$ cat src/hw/fgsr_map.svh
// field positions, reset value and transfer counts of the filter and gain settings register
`ifndef FGSR_MAP_SVH
`define FGSR_MAP_SVH

`define FGSR_REG_W        8
`define FGSR_RESET_VAL    8'h00
`define FGSR_CORNER_MSB   7
`define FGSR_CORNER_LSB   3
`define FGSR_PRE_BIT      2
`define FGSR_POST_BIT     1
`define FGSR_VGA_BIT      0
`define FGSR_XFER_BITS    4'h8
`define FGSR_CORNER_OFF   5'h00

`endif

$ cat src/hw/fgsr_pkg.sv
// types shared by the filter and gain settings register block
package fgsr_pkg;

  typedef enum logic [1:0] {
    FGSR_IDLE = 2'b00,
    FGSR_CMD  = 2'b01,
    FGSR_WR   = 2'b10,
    FGSR_RD   = 2'b11
  } fgsr_state_t;

  // one shared set of settings drives both channels
  typedef struct packed {
    logic       signal_on;
    logic [4:0] corner_mhz;
    logic       buf_gain_6db;
    logic       post_gain_12db;
    logic       vga_max_28db;
  } fgsr_settings_t;

  // serial port pins as seen from the device
  typedef struct packed {
    logic transfer_strobe_n;
    logic shift_clk;
    logic serial_data;
    logic chip_on_pin;
  } fgsr_pins_t;

endpackage : fgsr_pkg

$ cat src/hw/fgsr_sync.sv
// two-flop synchroniser for pin inputs
`timescale 1ns/10ps
module fgsr_sync #(
  parameter int W = 4
) (
  // clock and reset
  input  wire logic         clock_i,
  input  wire logic         rst_i,
  // asynchronous in, synchronised out
  input  wire logic [W-1:0] async_i,
  output logic      [W-1:0] sync_o
);

  logic [W-1:0] meta_q;

  always_ff @(posedge clock_i) begin
    if (rst_i) begin
      meta_q <= '0;
      sync_o <= '0;
    end else begin
      meta_q <= async_i;
      sync_o <= meta_q;
    end
  end

endmodule : fgsr_sync

$ cat src/hw/fgsr_top.sv
// filter and gain settings register with its three-wire serial port
`timescale 1ns/10ps
`include "fgsr_map.svh"

module fgsr_top
  import fgsr_pkg::*;
#(
  parameter int REG_W = `FGSR_REG_W
) (
  // clock and reset
  input  wire logic                      clock_i,
  input  wire logic                      rst_i,
  // serial port and enable pins
  input  wire logic                      transfer_strobe_n_i,
  input  wire logic                      shift_clk_i,
  input  wire logic                      serial_data_i,
  input  wire logic                      chip_on_pin_i,
  output logic                           serial_readback_out_o,
  // shared settings for both channels
  output fgsr_pkg::fgsr_settings_t       settings_o
);
  import fgsr_pkg::*;

  fgsr_pins_t  pins_a;
  fgsr_pins_t  pins_s;
  fgsr_state_t st_q;
  logic        sclk_prev_q;
  logic        rise;
  logic        fall;
  logic [3:0]  cnt_q;
  logic [REG_W-1:0] shift_q;
  logic [REG_W-1:0] reg_q;
  logic        commit;
  logic        rd_bit;

  // settings decode for one shared register
  function automatic fgsr_settings_t decode(input logic [REG_W-1:0] r, input logic on);
    fgsr_settings_t s;
    s.corner_mhz     = r[`FGSR_CORNER_MSB:`FGSR_CORNER_LSB];
    s.signal_on      = on && (r[`FGSR_CORNER_MSB:`FGSR_CORNER_LSB] != `FGSR_CORNER_OFF);
    s.buf_gain_6db   = r[`FGSR_PRE_BIT];
    s.post_gain_12db = r[`FGSR_POST_BIT];
    s.vga_max_28db   = r[`FGSR_VGA_BIT];
    return on ? s : '0;
  endfunction : decode

  assign pins_a.transfer_strobe_n = transfer_strobe_n_i;
  assign pins_a.shift_clk         = shift_clk_i;
  assign pins_a.serial_data       = serial_data_i;
  assign pins_a.chip_on_pin       = chip_on_pin_i;

  fgsr_sync #(
    .W($bits(fgsr_pins_t))
  ) u_sync (
    .clock_i(clock_i),
    .rst_i  (rst_i),
    .async_i(pins_a),
    .sync_o (pins_s)
  );

  // shift clock is only sampled, so edges come from the synced copy
  always_ff @(posedge clock_i) begin
    if (rst_i) begin
      sclk_prev_q <= 1'b0;
    end else begin
      sclk_prev_q <= pins_s.shift_clk;
    end
  end

  assign rise   = pins_s.shift_clk && !sclk_prev_q;
  assign fall   = !pins_s.shift_clk && sclk_prev_q;
  // a short write is dropped rather than applied half-shifted
  assign commit = (st_q == FGSR_WR) && (cnt_q == `FGSR_XFER_BITS) &&
                  pins_s.transfer_strobe_n && pins_s.chip_on_pin;
  assign rd_bit = reg_q[cnt_q[2:0]];

  // transfer sequencing
  always_ff @(posedge clock_i) begin
    if (rst_i) begin
      st_q <= FGSR_IDLE;
    end else if (!pins_s.chip_on_pin || pins_s.transfer_strobe_n) begin
      st_q <= FGSR_IDLE;
    end else begin
      case (st_q)
        FGSR_IDLE: st_q <= FGSR_CMD;
        FGSR_CMD: begin
          if (rise) begin
            st_q <= pins_s.serial_data ? FGSR_WR : FGSR_RD;
          end
        end
        default: st_q <= st_q;
      endcase
    end
  end

  // bit counter, shared by write capture and read drive
  always_ff @(posedge clock_i) begin
    if (rst_i || st_q == FGSR_IDLE || st_q == FGSR_CMD) begin
      cnt_q <= 4'h0;
    end else if (cnt_q != `FGSR_XFER_BITS &&
                 ((st_q == FGSR_WR && rise) || (st_q == FGSR_RD && fall))) begin
      cnt_q <= cnt_q + 4'h1;
    end
  end

  // write capture, least significant bit enters first and ends at bit 0
  always_ff @(posedge clock_i) begin
    if (rst_i) begin
      shift_q <= '0;
    end else if (st_q == FGSR_WR && rise && cnt_q != `FGSR_XFER_BITS &&
                 !pins_s.transfer_strobe_n) begin
      shift_q <= {pins_s.serial_data, shift_q[REG_W-1:1]};
    end
  end

  // the one settings register
  always_ff @(posedge clock_i) begin
    if (rst_i) begin
      reg_q <= `FGSR_RESET_VAL;
    end else if (commit) begin
      reg_q <= shift_q;
    end
  end

  // readback drive, low outside a read
  always_ff @(posedge clock_i) begin
    if (rst_i || st_q != FGSR_RD || pins_s.transfer_strobe_n) begin
      serial_readback_out_o <= 1'b0;
    end else if (fall && cnt_q != `FGSR_XFER_BITS) begin
      serial_readback_out_o <= rd_bit;
    end
  end

  // applied settings, one copy for both channels
  always_ff @(posedge clock_i) begin
    if (rst_i) begin
      settings_o <= '0;
    end else begin
      settings_o <= decode(reg_q, pins_s.chip_on_pin);
    end
  end

  property p_commit_loads;
    @(posedge clock_i) disable iff (rst_i)
    commit |=> reg_q == $past(shift_q);
  endproperty
  a_commit_loads: assert property (p_commit_loads)
    else $error("register not loaded at end of full write");

  property p_no_stray_change;
    @(posedge clock_i) disable iff (rst_i)
    !commit |=> $stable(reg_q);
  endproperty
  a_no_stray_change: assert property (p_no_stray_change)
    else $error("register changed without a completed write");

  property p_corner_off;
    @(posedge clock_i) disable iff (rst_i)
    pins_s.chip_on_pin ##1 pins_s.chip_on_pin |->
      settings_o.signal_on == ($past(reg_q[7:3]) != 5'h00) &&
      settings_o.corner_mhz == $past(reg_q[7:3]);
  endproperty
  a_corner_off: assert property (p_corner_off)
    else $error("corner code not applied");

  property p_buf_gain;
    @(posedge clock_i) disable iff (rst_i)
    pins_s.chip_on_pin |=> settings_o.buf_gain_6db == $past(reg_q[2]);
  endproperty
  a_buf_gain: assert property (p_buf_gain)
    else $error("input buffer gain mismatch");

  property p_post_gain;
    @(posedge clock_i) disable iff (rst_i)
    pins_s.chip_on_pin |=> settings_o.post_gain_12db == $past(reg_q[1]);
  endproperty
  a_post_gain: assert property (p_post_gain)
    else $error("post-filter gain mismatch");

  property p_vga_gain;
    @(posedge clock_i) disable iff (rst_i)
    pins_s.chip_on_pin |=> settings_o.vga_max_28db == $past(reg_q[0]);
  endproperty
  a_vga_gain: assert property (p_vga_gain)
    else $error("maximum gain mismatch");

  property p_disabled;
    @(posedge clock_i) disable iff (rst_i)
    !pins_s.chip_on_pin |=> settings_o == '0 && st_q == FGSR_IDLE;
  endproperty
  a_disabled: assert property (p_disabled)
    else $error("device active while disabled");

  property p_cmd_write;
    @(posedge clock_i) disable iff (rst_i)
    st_q == FGSR_CMD && rise && pins_s.serial_data && !pins_s.transfer_strobe_n &&
      pins_s.chip_on_pin |=> st_q == FGSR_WR;
  endproperty
  a_cmd_write: assert property (p_cmd_write)
    else $error("write request not recognised");

  property p_capture;
    @(posedge clock_i) disable iff (rst_i)
    st_q == FGSR_WR && rise && cnt_q < 4'h8 && !pins_s.transfer_strobe_n |=>
      shift_q[7] == $past(pins_s.serial_data) && cnt_q == $past(cnt_q) + 4'h1;
  endproperty
  a_capture: assert property (p_capture)
    else $error("write bit not captured");

  property p_readback;
    @(posedge clock_i) disable iff (rst_i)
    st_q == FGSR_RD && fall && cnt_q < 4'h8 && !pins_s.transfer_strobe_n |=>
      serial_readback_out_o == $past(rd_bit);
  endproperty
  a_readback: assert property (p_readback)
    else $error("readback bit wrong");

endmodule : fgsr_top

$ cat config.mk
export PLATFORM = sky130hd
export DESIGN_NAME = fgsr_top
export DESIGN_NICKNAME = d
export VERILOG_FILES = /design/src/hw/fgsr_pkg.sv /design/src/hw/fgsr_sync.sv /design/src/hw/fgsr_top.sv
export VERILOG_INCLUDE_DIRS = /design/src /design/src/hw
export SDC_FILE = /design/constraint.sdc
export NUM_CORES = 1
export LEC_CHECK = 0
export BUFFER_PORTS_ARGS = -buffer_cell sky130_fd_sc_hd__buf_2
export CORE_MARGIN = 2
export CORE_UTILIZATION = 49
export CTS_CLUSTER_DIAMETER = 150
export CTS_CLUSTER_SIZE = 25
export DETAILED_ROUTE_END_ITERATION = 16
export PLACE_DENSITY = 0.76
export SYNTH_ARGS = -nofsm -noshare
export SYNTH_HDL_FRONTEND = slang
export SYNTH_SLANG_ARGS = --single-unit
$ cat constraint.sdc
create_clock -name clock_i -period 2.8 [get_ports clock_i]
set_clock_uncertainty 0.15 [all_clocks]
set_input_delay 0.28 -clock clock_i [delete_from_list [all_inputs] [get_ports clock_i]]
set_output_delay 0.28 -clock clock_i [all_outputs]
set_load 0.05 [all_outputs]
Word-level counts from Yosys, hierarchy flattened. Cells that the tools add are included.

Bits in registers: 41.

Mux-type cells: 5. Order comparisons: 1. Add/subtract/negate cells: 1. Equality and inequality tests: 7. Reductions and logical operators: 28. Bitwise gates (word level): 1.

Operators by type and width (count): logical AND 1 bit (12); logical OR 1 bit (6); nonzero test 5 bit (1); adder 4 x 1 -> 4 bit, second input constant (1); equality test 2 bit, second input constant (2); equality test 4 bit, second input constant (1); zero test 1 bit (4); < comparator 3 x 4 -> 1 bit, second input constant (1); inequality test 2 bit, second input constant (2); inequality test 4 bit, second input constant (1); case mux 2 bit (2 select lines) (1); OR reduction 2 bit (2); binary-select mux 1 bit (select 3 bit) (1); equality test 2 x 1 -> 1 bit, second input constant (1); zero test 2 bit (1); two-way mux 1 bit (2); two-way mux 2 bit (1); AND reduction 2 bit (1); nonzero test 2 bit (1); inverter 1 bit (1).

Logic depth before layout (Yosys ltp). Gate-level depths: netlist of run 1.

Word-level depth: 5. Mapped depth: 7. Mapped depth without buffers: 6.

By module. Synthesis of run 1 repeated with hierarchy kept, for this count alone.

Cells, all modules: 167. Area, all modules: 1657.8 µm².

By module, submodules not included: fgsr_top (times used 1, area each 1447.6 µm², cells an instance 151); fgsr_sync (times used 1, area each 210.2 µm², cells an instance 16).

Least setup slack after synthesis of run 1. Ideal clock, no wire load.

Path kind: reg-to-reg. Start: reg cnt_q[1]. End: reg shift_q[5]. Arrival: 1.391 ns. Buffers on the path: 1. Cell stages (with the launch flop): 8. Path slack: 1.131 ns. Required time: 2.522 ns. Library setup time: 0.128 ns. Cell sequence: dfxtp_1 > inv_1 > ha_1 > nand3b_4 > nor4bb_1 > buf_4 > mux2i_1 > nor2_1.

Longest elaborated chain between the ends: 3.

Ends and longest elaborated chain: start, declared (RTL line fgsr_top.sv:30) `logic [3:0] cnt_q;`; start signal, assigned (RTL line fgsr_top.sv:102) `cnt_q <= cnt_q + 4'h1;`; inequality test 4 bit (no source line); logical AND 1 bit (no source line); logical AND 1 bit (RTL line fgsr_top.sv:110) `` end else if (st_q == FGSR_WR && rise && cnt_q != `FGSR_XFER_BITS && ``; end signal, assigned (RTL line fgsr_top.sv:112) `shift_q <= {pins_s.serial_data, shift_q[REG_W-1:1]};`; end, declared (RTL line fgsr_top.sv:31) `logic [REG_W-1:0] shift_q;`.

No other way between the ends. A chain may end at the register's enable or synchronous reset.

Final worst setup path of run 1.
Start: reg cnt_q[0]. End: reg reg_q[7].

Longest elaborated chain between the ends: 4.

Ends and longest elaborated chain: equality test 4 bit (no source line); logical AND 1 bit (3 in series) (RTL line fgsr_top.sv:73) `` assign commit = (st_q == FGSR_WR) && (cnt_q == `FGSR_XFER_BITS) && ``; end signal, assigned (RTL line fgsr_top.sv:119) `` reg_q <= `FGSR_RESET_VAL; ``; end signal, assigned (RTL line fgsr_top.sv:121) `reg_q <= shift_q;`; end, declared (RTL line fgsr_top.sv:32) `logic [REG_W-1:0] reg_q;`.

No other way between the ends.

==> key figures, run 1 <==
Worst setup path
  – Critical path start-end classification: register to register
  – Worst endpoint data arrival time: 1.98 ns
  – Worst setup path startpoint: cnt_q[0]
  – Worst reg2reg path startpoint: cnt_q[0]
  – Endpoint required time on the critical path: 2.89 ns
  – Sort of element at the end of the critical path: register
  – Cell-by-cell trace of the critical path: inv_1, ha_1, nand3b_4, nor3_4, mux2i_1, nor2_1
  – Critical path peak fanout: 8
  – Startpoint Class: register
  – Largest incremental delay on the critical path: 0.48 ns
  – Delay-heaviest family, CP: simple AND/OR/NAND/NOR gates
  – Buf/Inv on CP: 1
  – Standard cell with the maximum stage delay on the critical path: nor3_4

Logic synthesis
  – Number of synthesized flops with an enable pin: 0
  – Most used flip-flop cell after synthesis: dfxtp_1
  – Post-Synthesis Cells: 139
  – Synth warn: 0
  – Number of distinct standard cells referenced by the synthesized netlist: 30
  – Post-synth net total: 147
  – Post-synthesis sequential area ratio: 54.2%
  – Biggest area contributors in the synthesized netlist: dfxtp_1 (54%), mux2i_1 (12%), nor2_1 (5.5%), nor2b_1 (5.0%), and2_1 (3.7%)
  – Post-synthesis async set-or-reset flop share: 0%
  – Fraction of post-synthesis cell area in the top cell type by area: 54.2%
  – Cell type contributing the most total cell area after synthesis: dfxtp_1
  – Area of the mapped netlist: 0.00152 mm2
  – Synthesized area divided by synthesized cell count: 10.9 um2
  – Count of state elements after synthesis: 41

GRT
  – Vias in the first global route: 934
  – GRT Util Overall: 16.6%
  – Pin count of the biggest net entering global routing: 29
  – Met1 layer usage reported by global route: 20.0%
  – Peak-usage layer in the global routing report: met2
  – First-pass GRT wire length: 4210 um
  – Congestion Overflow GR: 0
  – Grt met3 use: 5.90%
  – Antenna violations before repair: 0
  – Met2 global-route usage: 25.6%

Clocking
  – Inserted Clock Buffers: 5
  – Clock root buffer: clkbuf_4
  – Clock latency reported for the late side of the worst-skew pair: 0.35 ns
  – CTS max path bufs: 2
  – Clock tree from TritonCTS: done
  – CTS HTree Levels: 2
  – CTS sink count: 41
  – # Post-CTS Setup Buffers: 0
  – Clock input transition at the sequential cells of the worst setup and hold paths: 0.11 ns

Power and ir drop
  – Maximum resistive drop on vdd: 281 uV
  – Power after layout: 0.00101 W
  – Pwr/cell area: 582 mW/mm2
  – Leakage component of the power: 0.677 nW

Finish
  – Design Area, Final: 0.00174 mm2
  – Fin nets: 169
  – Core Util, Final: 58.0%
  – Layout cells sized above 1: 17.3%
  – Antenna cell count: 0
  – Area overhead of the layout relative to synthesis: 14.9%
  – Fill cell total of the finished layout: 276

Place
  – Total half-perimeter wirelength after legalization and detailed placement: 1770 um
  – Global placement routability congestion: 0.853
  – Dpl cell area: 0.00162 mm2
  – Port buffer count: 15

Route
  – Average wire length per cell after detail routing: 12.3 um
  – Remaining antenna violation count after routing: 0
  – Number of design rule violations left after detail routing: 0
  – Routed via count: 991
  – Number of iterations in the first detailed-routing pass: 4
  – Total routed wirelength: 2410 um
  – Ratio of routed vias to standard cells: 5.08
  – 1st-iter DRT viols: 19

Hold path
  – HP Class: primary input to register
  – Hold path startpoint: rst_i

STA
  – Setup violators final: 0
  – Slew HR: 66.8%
  – Fin crit share: 67.7%
  – Sum of negative setup slack: 0 ns
  – Worst hold margin: 0.202 ns
  – Worst Max-Slew Pin Slew: 0.497 ns
  – Post-layout minimum cycle time: 1.89 ns
  – Maximum frequency from static timing analysis: 528 MHz
  – RSZ-0062 raised after global routing: no
  – Number of failing hold endpoints at the final stage: 0
  – Pins over their slew limit: 0

Floorplan
  – Die Outline Area: 0.00355 mm2
  – Placeable core area: 0.00300 mm2
  – Initial core utilization: 50.5%
  – Number of cell rows: 20
  – Chip Width: 59.6 um
  – Io pins: 16
  – Die boundary height: 59.6 um

Outcome
  – Result of the run: completed

Job
  – Reported max-cap violation count: 0
metrics by stage:
step           instances  worst slack, ns
2_1_floorplan        139             1.13
3_3_place_gp         183            0.990
3_5_place_dp         183            0.907
4_1_cts              195            0.897
5_1_grt              195            0.731
6_report             195            0.905
layout make-up:
cell class	instances	area, um2	share of cell area, %
inverter	2	7.51	0.431
multi-input combinational	91	663	38.1
clock buffer	7	55.1	3.16
sequential	41	821	47.2
timing repair buffer	20	123	7.05
clock inverter	1	30.0	1.73
tap	33	41.3	2.37
state kept, by name (all words and copies together), names as in the netlist:
name / flops
shift_q: 8
settings_o: 9
st_q: 2
reg_q: 8
serial_readback_out_o: 1
sclk_prev_q: 1
u_sync.meta_q: 4
cnt_q: 4
u_sync.sync_o: 4
cell usage in the layout (no fill, tap or decap), drive strengths merged:
cell type,count
dfxtp,41
a22oi,1
mux2,1
a21oi,4
inv,2
nand2,1
nor2b,12
ha,2
bufinv,1
mux4,1
and3,1
xnor2,1
nor3,3
xor2,2
mux2i,18
nor2,22
nand3b,1
nor3b,1
o21ai,1
clkbuf,7
dlygate4sd3,4
and2,9
or4b,1
and3b,1
o211ai,2
nand4b,1
nor4bb,1
o311a,1
nand2b,3
buf,16
where the power goes:
group,total (W),internal [W],switching [W]
clock,0.000396,0.000213,0.000183
combinational,0.0000234,0.0000125,0.0000109
sequential,0.000593,0.000589,0.00000349
total,0.00101,0.000815,0.000197
layer usage:
layer	vias up	routed length (um)
li1	514	-
met1	454	1130
met2	17	1110
met3	6	110
met4	0	62
met5	-	0
synthesized netlist by cell type, types with 2 or more instances:
master    number
nand2b_1       3
xor2_1         2
dfxtp_1       41
o211ai_1       2
and2_1         9
mux2i_1       18
ha_1           2
clkbuf_1       3
inv_1          2
nor3_1         2
a21oi_1        4
nor2_1        22
nor2b_1       12
path summary, 6_finish.rpt:
path / slack [ns] / cells after the start / to
setup / recovery: 0.91 / 6 / reg_q[7]
hold / removal: 0.20 / 2 / shift_q[6]
setup reg to reg: 0.91 / 6 / reg_q[7]
hold reg to reg: 0.30 / 1 / u_sync.sync_o[2]
cells by family after synthesis:
logic type | count (synthesis) | share of synthesized area [%]
AND/OR/NAND/NOR | 57 | 22.0
AO/OA/AOI/OAI | 9 | 3.80
multiplexers | 20 | 14.1
XOR/XNOR | 3 | 1.73
adder cells (fa/ha/maj) | 2 | 1.65
flip-flops | 41 | 54.2
buffers and inverters | 7 | 2.48
repair_timing:
item,in CTS,in global routing
hold endpoints to repair,4,0
gates resized for setup,0,0
hold buffers,4,0
Power figures use the tool's default switching activity.
==> run 2, diff against run 1 <==
clock period = 1.9 ns   (was 2.8 ns; I/O delays follow)
==> run 2 against run 1 <==
Net effect:
- via count rose by 3.7%
- clock power up 47%
- sequential power is 47% higher
- design area is 2.3% higher
- register-to-register slack worse by 0.81 ns
- maximum frequency grew 4.9%
- combinational power is 57% higher
- cell count rose by 2.1%
- flip-flop and latch count did not move
- power grew 47%
- non-clock buffer count increased by 4
- setup slack got worse by 0.81 ns
- critical path type unchanged
- largest power group unchanged
- highest routed layer unchanged
==> key figures, run 2 (same netlist as run 1, synthesis figures left out) <==
Finish
  – Fill cell total of the finished layout: 267 (-3.3%)
  – Area overhead of the layout relative to synthesis: 17.5%
  – Area taken by flip-flops and latches: 822 um2 (+0.15%)
  – Biggest regs: settings_o (9), reg_q (8), shift_q (8)
  – Layout cells sized above 1: 19.9% (+2.6 points)
  – Finished Layout Cells: 199 (+2.1%)
  – Fin nets: 173 (+2.4%)
  – Area taken by multi-input logic gates: 672 um2 (+1.3%)
  – Commonest non-fill, non-tap cell in the layout: dfxtp_1
  – Top register by number of flip-flops: settings_o
  – Antenna cell count: 0 (unchanged)
  – Most used cells in the layout excluding fill and tap cells: dfxtp_1 (40), nor2_1 (22), mux2i_1 (18)
  – Flip-flop count of the largest register after layout: 9 (unchanged)

Clocking
  – Clock latency reported for the late side of the worst-skew pair: 0.35 ns (about the same)
  – CTS sink count: 41 (unchanged)
  – # Post-CTS Setup Buffers: 0 (unchanged)
  – CTS HTree Levels: 2 (unchanged)
  – Clock tree from TritonCTS: done
  – Inserted Clock Buffers: 5 (unchanged)
  – CTS max path bufs: 2 (unchanged)
  – Clock input transition at the sequential cells of the worst setup and hold paths: 0.11 ns (about the same)
  – Clock root buffer: clkbuf_4

Worst setup path
  – Endpoint required time on the critical path: 1.99 ns (-0.90 ns)
  – Path depth of the worst reg2reg path: 7 (+1)
  – Cell-by-cell trace of the critical path: inv_1, ha_1, nand3b_4, nor4bb_4, buf_4, mux2i_1, nor2_1
  – Critical path peak fanout: 8 (unchanged)
  – Worst endpoint data arrival time: 1.90 ns (-0.08 ns)
  – Critical path start-end classification: register to register
  – Largest incremental delay on the critical path: 0.36 ns (-0.12 ns)
  – Sort of element at the end of the critical path: register
  – Standard cell with the maximum stage delay on the critical path: dfxtp_2
  – Startpoint Class: register

Place
  – Total half-perimeter wirelength after legalization and detailed placement: 1800 um (+1.7%)
  – Instance count after placement with tap cells included: 187 (+2.2%)
  – Global placement routability congestion: 0.835 (-2.2%)
  – Port buffer count: 15 (unchanged)
  – Post-Place Worst Slack: 0.0685 ns (-0.839 ns)

Floorplan
  – Chip Width: 59.6 um (unchanged)
  – Placeable core area: 0.00300 mm2 (unchanged)
  – Initial core utilization: 50.5% (unchanged)
  – Number of cell rows: 20 (unchanged)
  – Die Outline Area: 0.00355 mm2 (unchanged)
  – Die boundary height: 59.6 um (unchanged)
  – Io pins: 16 (unchanged)

Hold path
  – Hold Path Depth: 3 (+1)
  – HP Class: primary input to register

STA
  – RSZ-0062 raised after global routing: no
  – Slew HR: 73.1% (+6.3 points)
  – Worst Slack Setup Final: 0.0942 ns (-0.811 ns)
  – Sum of negative setup slack: 0 ns (unchanged)
  – Pins over their slew limit: 0 (unchanged)
  – Fin crit share: 95.0% (+27 points)
  – Maximum frequency from static timing analysis: 554 MHz (+4.9%)
  – Number of failing hold endpoints at the final stage: 0 (unchanged)
  – Post-layout minimum cycle time: 1.81 ns (-0.0888 ns)
  – Setup violators final: 0 (unchanged)
  – Worst Max-Slew Pin Slew: 0.403 ns (-0.0936 ns)

GRT
  – Pin count of the biggest net entering global routing: 28 (-3.4%)
  – Congestion Overflow GR: 0 (unchanged)
  – Antenna violations before repair: 0 (unchanged)
  – GRT Util Overall: 16.6% (about the same)
  – First-pass GRT wire length: 4180 um (-0.67%)
  – Vias in the first global route: 911 (-2.5%)

Route
  – Total routed wirelength: 2560 um (+6.2%)
  – Number of design rule violations left after detail routing: 0 (unchanged)
  – Routed via count: 1028 (+3.7%)
  – Remaining antenna violation count after routing: 0 (unchanged)
  – Average wire length per cell after detail routing: 12.8 um (+4.1%)
  – 1st-iter DRT viols: 27 (+8)
  – Ratio of routed vias to standard cells: 5.17 (+1.6%)
  – Number of iterations in the first detailed-routing pass: 4 (unchanged)

Power and ir drop
  – Leakage component of the power: 0.701 nW (+3.5%)
  – Power after layout: 0.00149 W (+47%)
  – Pwr/cell area: 838 mW/mm2 (+44%)
  – Maximum resistive drop on vdd: 499 uV (+78%)

Outcome
  – Result of the run: completed

Job
  – Reported max-cap violation count: 0 (unchanged)
-- run 2: cell types whose count changed in the layout (fill, tap and decap cells not counted), sizes merged --
cell / change
buf: +4
-- run 2: repair_timing --
| action | 4_1_cts | 5_1_grt |
|---|---|---|
| hold buffers | 4 | 0 |
| resized for setup | 0 | 2 |
| endpoints found under the setup margin | 0 | 4 |
| endpoints found under the hold margin | 4 | 0 |
-- run 2: area by class of cell --
type / count / area share [%]
Timing Repair Buffer: 24 / 8.57
Clock inverter: 1 / 1.69
Multi-Input combinational cell: 91 / 37.7
Inverter: 2 / 0.422
Sequential cell: 41 / 46.2
Clock buffer: 7 / 3.09
Tap cell: 33 / 2.32
-- run 2: worst max-delay path, delay by kind of cell, from the launching register on --
| family | cells | cell delay (ns) |
|---|---|---|
| muxes | 1 | 0.24 |
| buffers and inverters | 2 | 0.31 |
| and+or+nand+nor | 3 | 0.39 |
| adders and majority gates | 1 | 0.25 |
| DFF | 1 | 0.36 |
-- run 2: worst paths after layout --
path | start | endpoint | slack (ns)
setup / recovery | cnt_q[0] | shift_q[1] | 0.09
hold / removal | rst_i | cnt_q[0] | 0.09
setup reg to reg | cnt_q[0] | shift_q[1] | 0.09
hold reg to reg | u_sync.meta_q[2] | u_sync.sync_o[2] | 0.30
-- run 2: where the power goes --
part | switching [W] | total, W | internal [W] | leakage (nW)
logic | 0.0000166 | 0.0000368 | 0.0000202 | 0.323
registers | 0.00000563 | 0.000874 | 0.000868 | 0.333
clock network | 0.000267 | 0.000581 | 0.000314 | 0.0455
-- run 2: metrics by stage --
step	area (um2)	util, %	hold slack [ns]
floorplan	1520	-	0.168
global placement	1650	54.8	0.247
detailed placement	1650	54.8	0.254
CTS	1770	59.0	0.0861
global route	1780	59.3	0.0927
finish	1780	59.3	0.0855
-- run 2: per-layer routing --
metal	part of all wire, %	track usage [%]	vias up
li1	-	-	520
met1	45	20.2	473
met2	48	25.4	31
met3	5.4	7.86	4
met4	1.4	6.67	0
met5	0	0	-
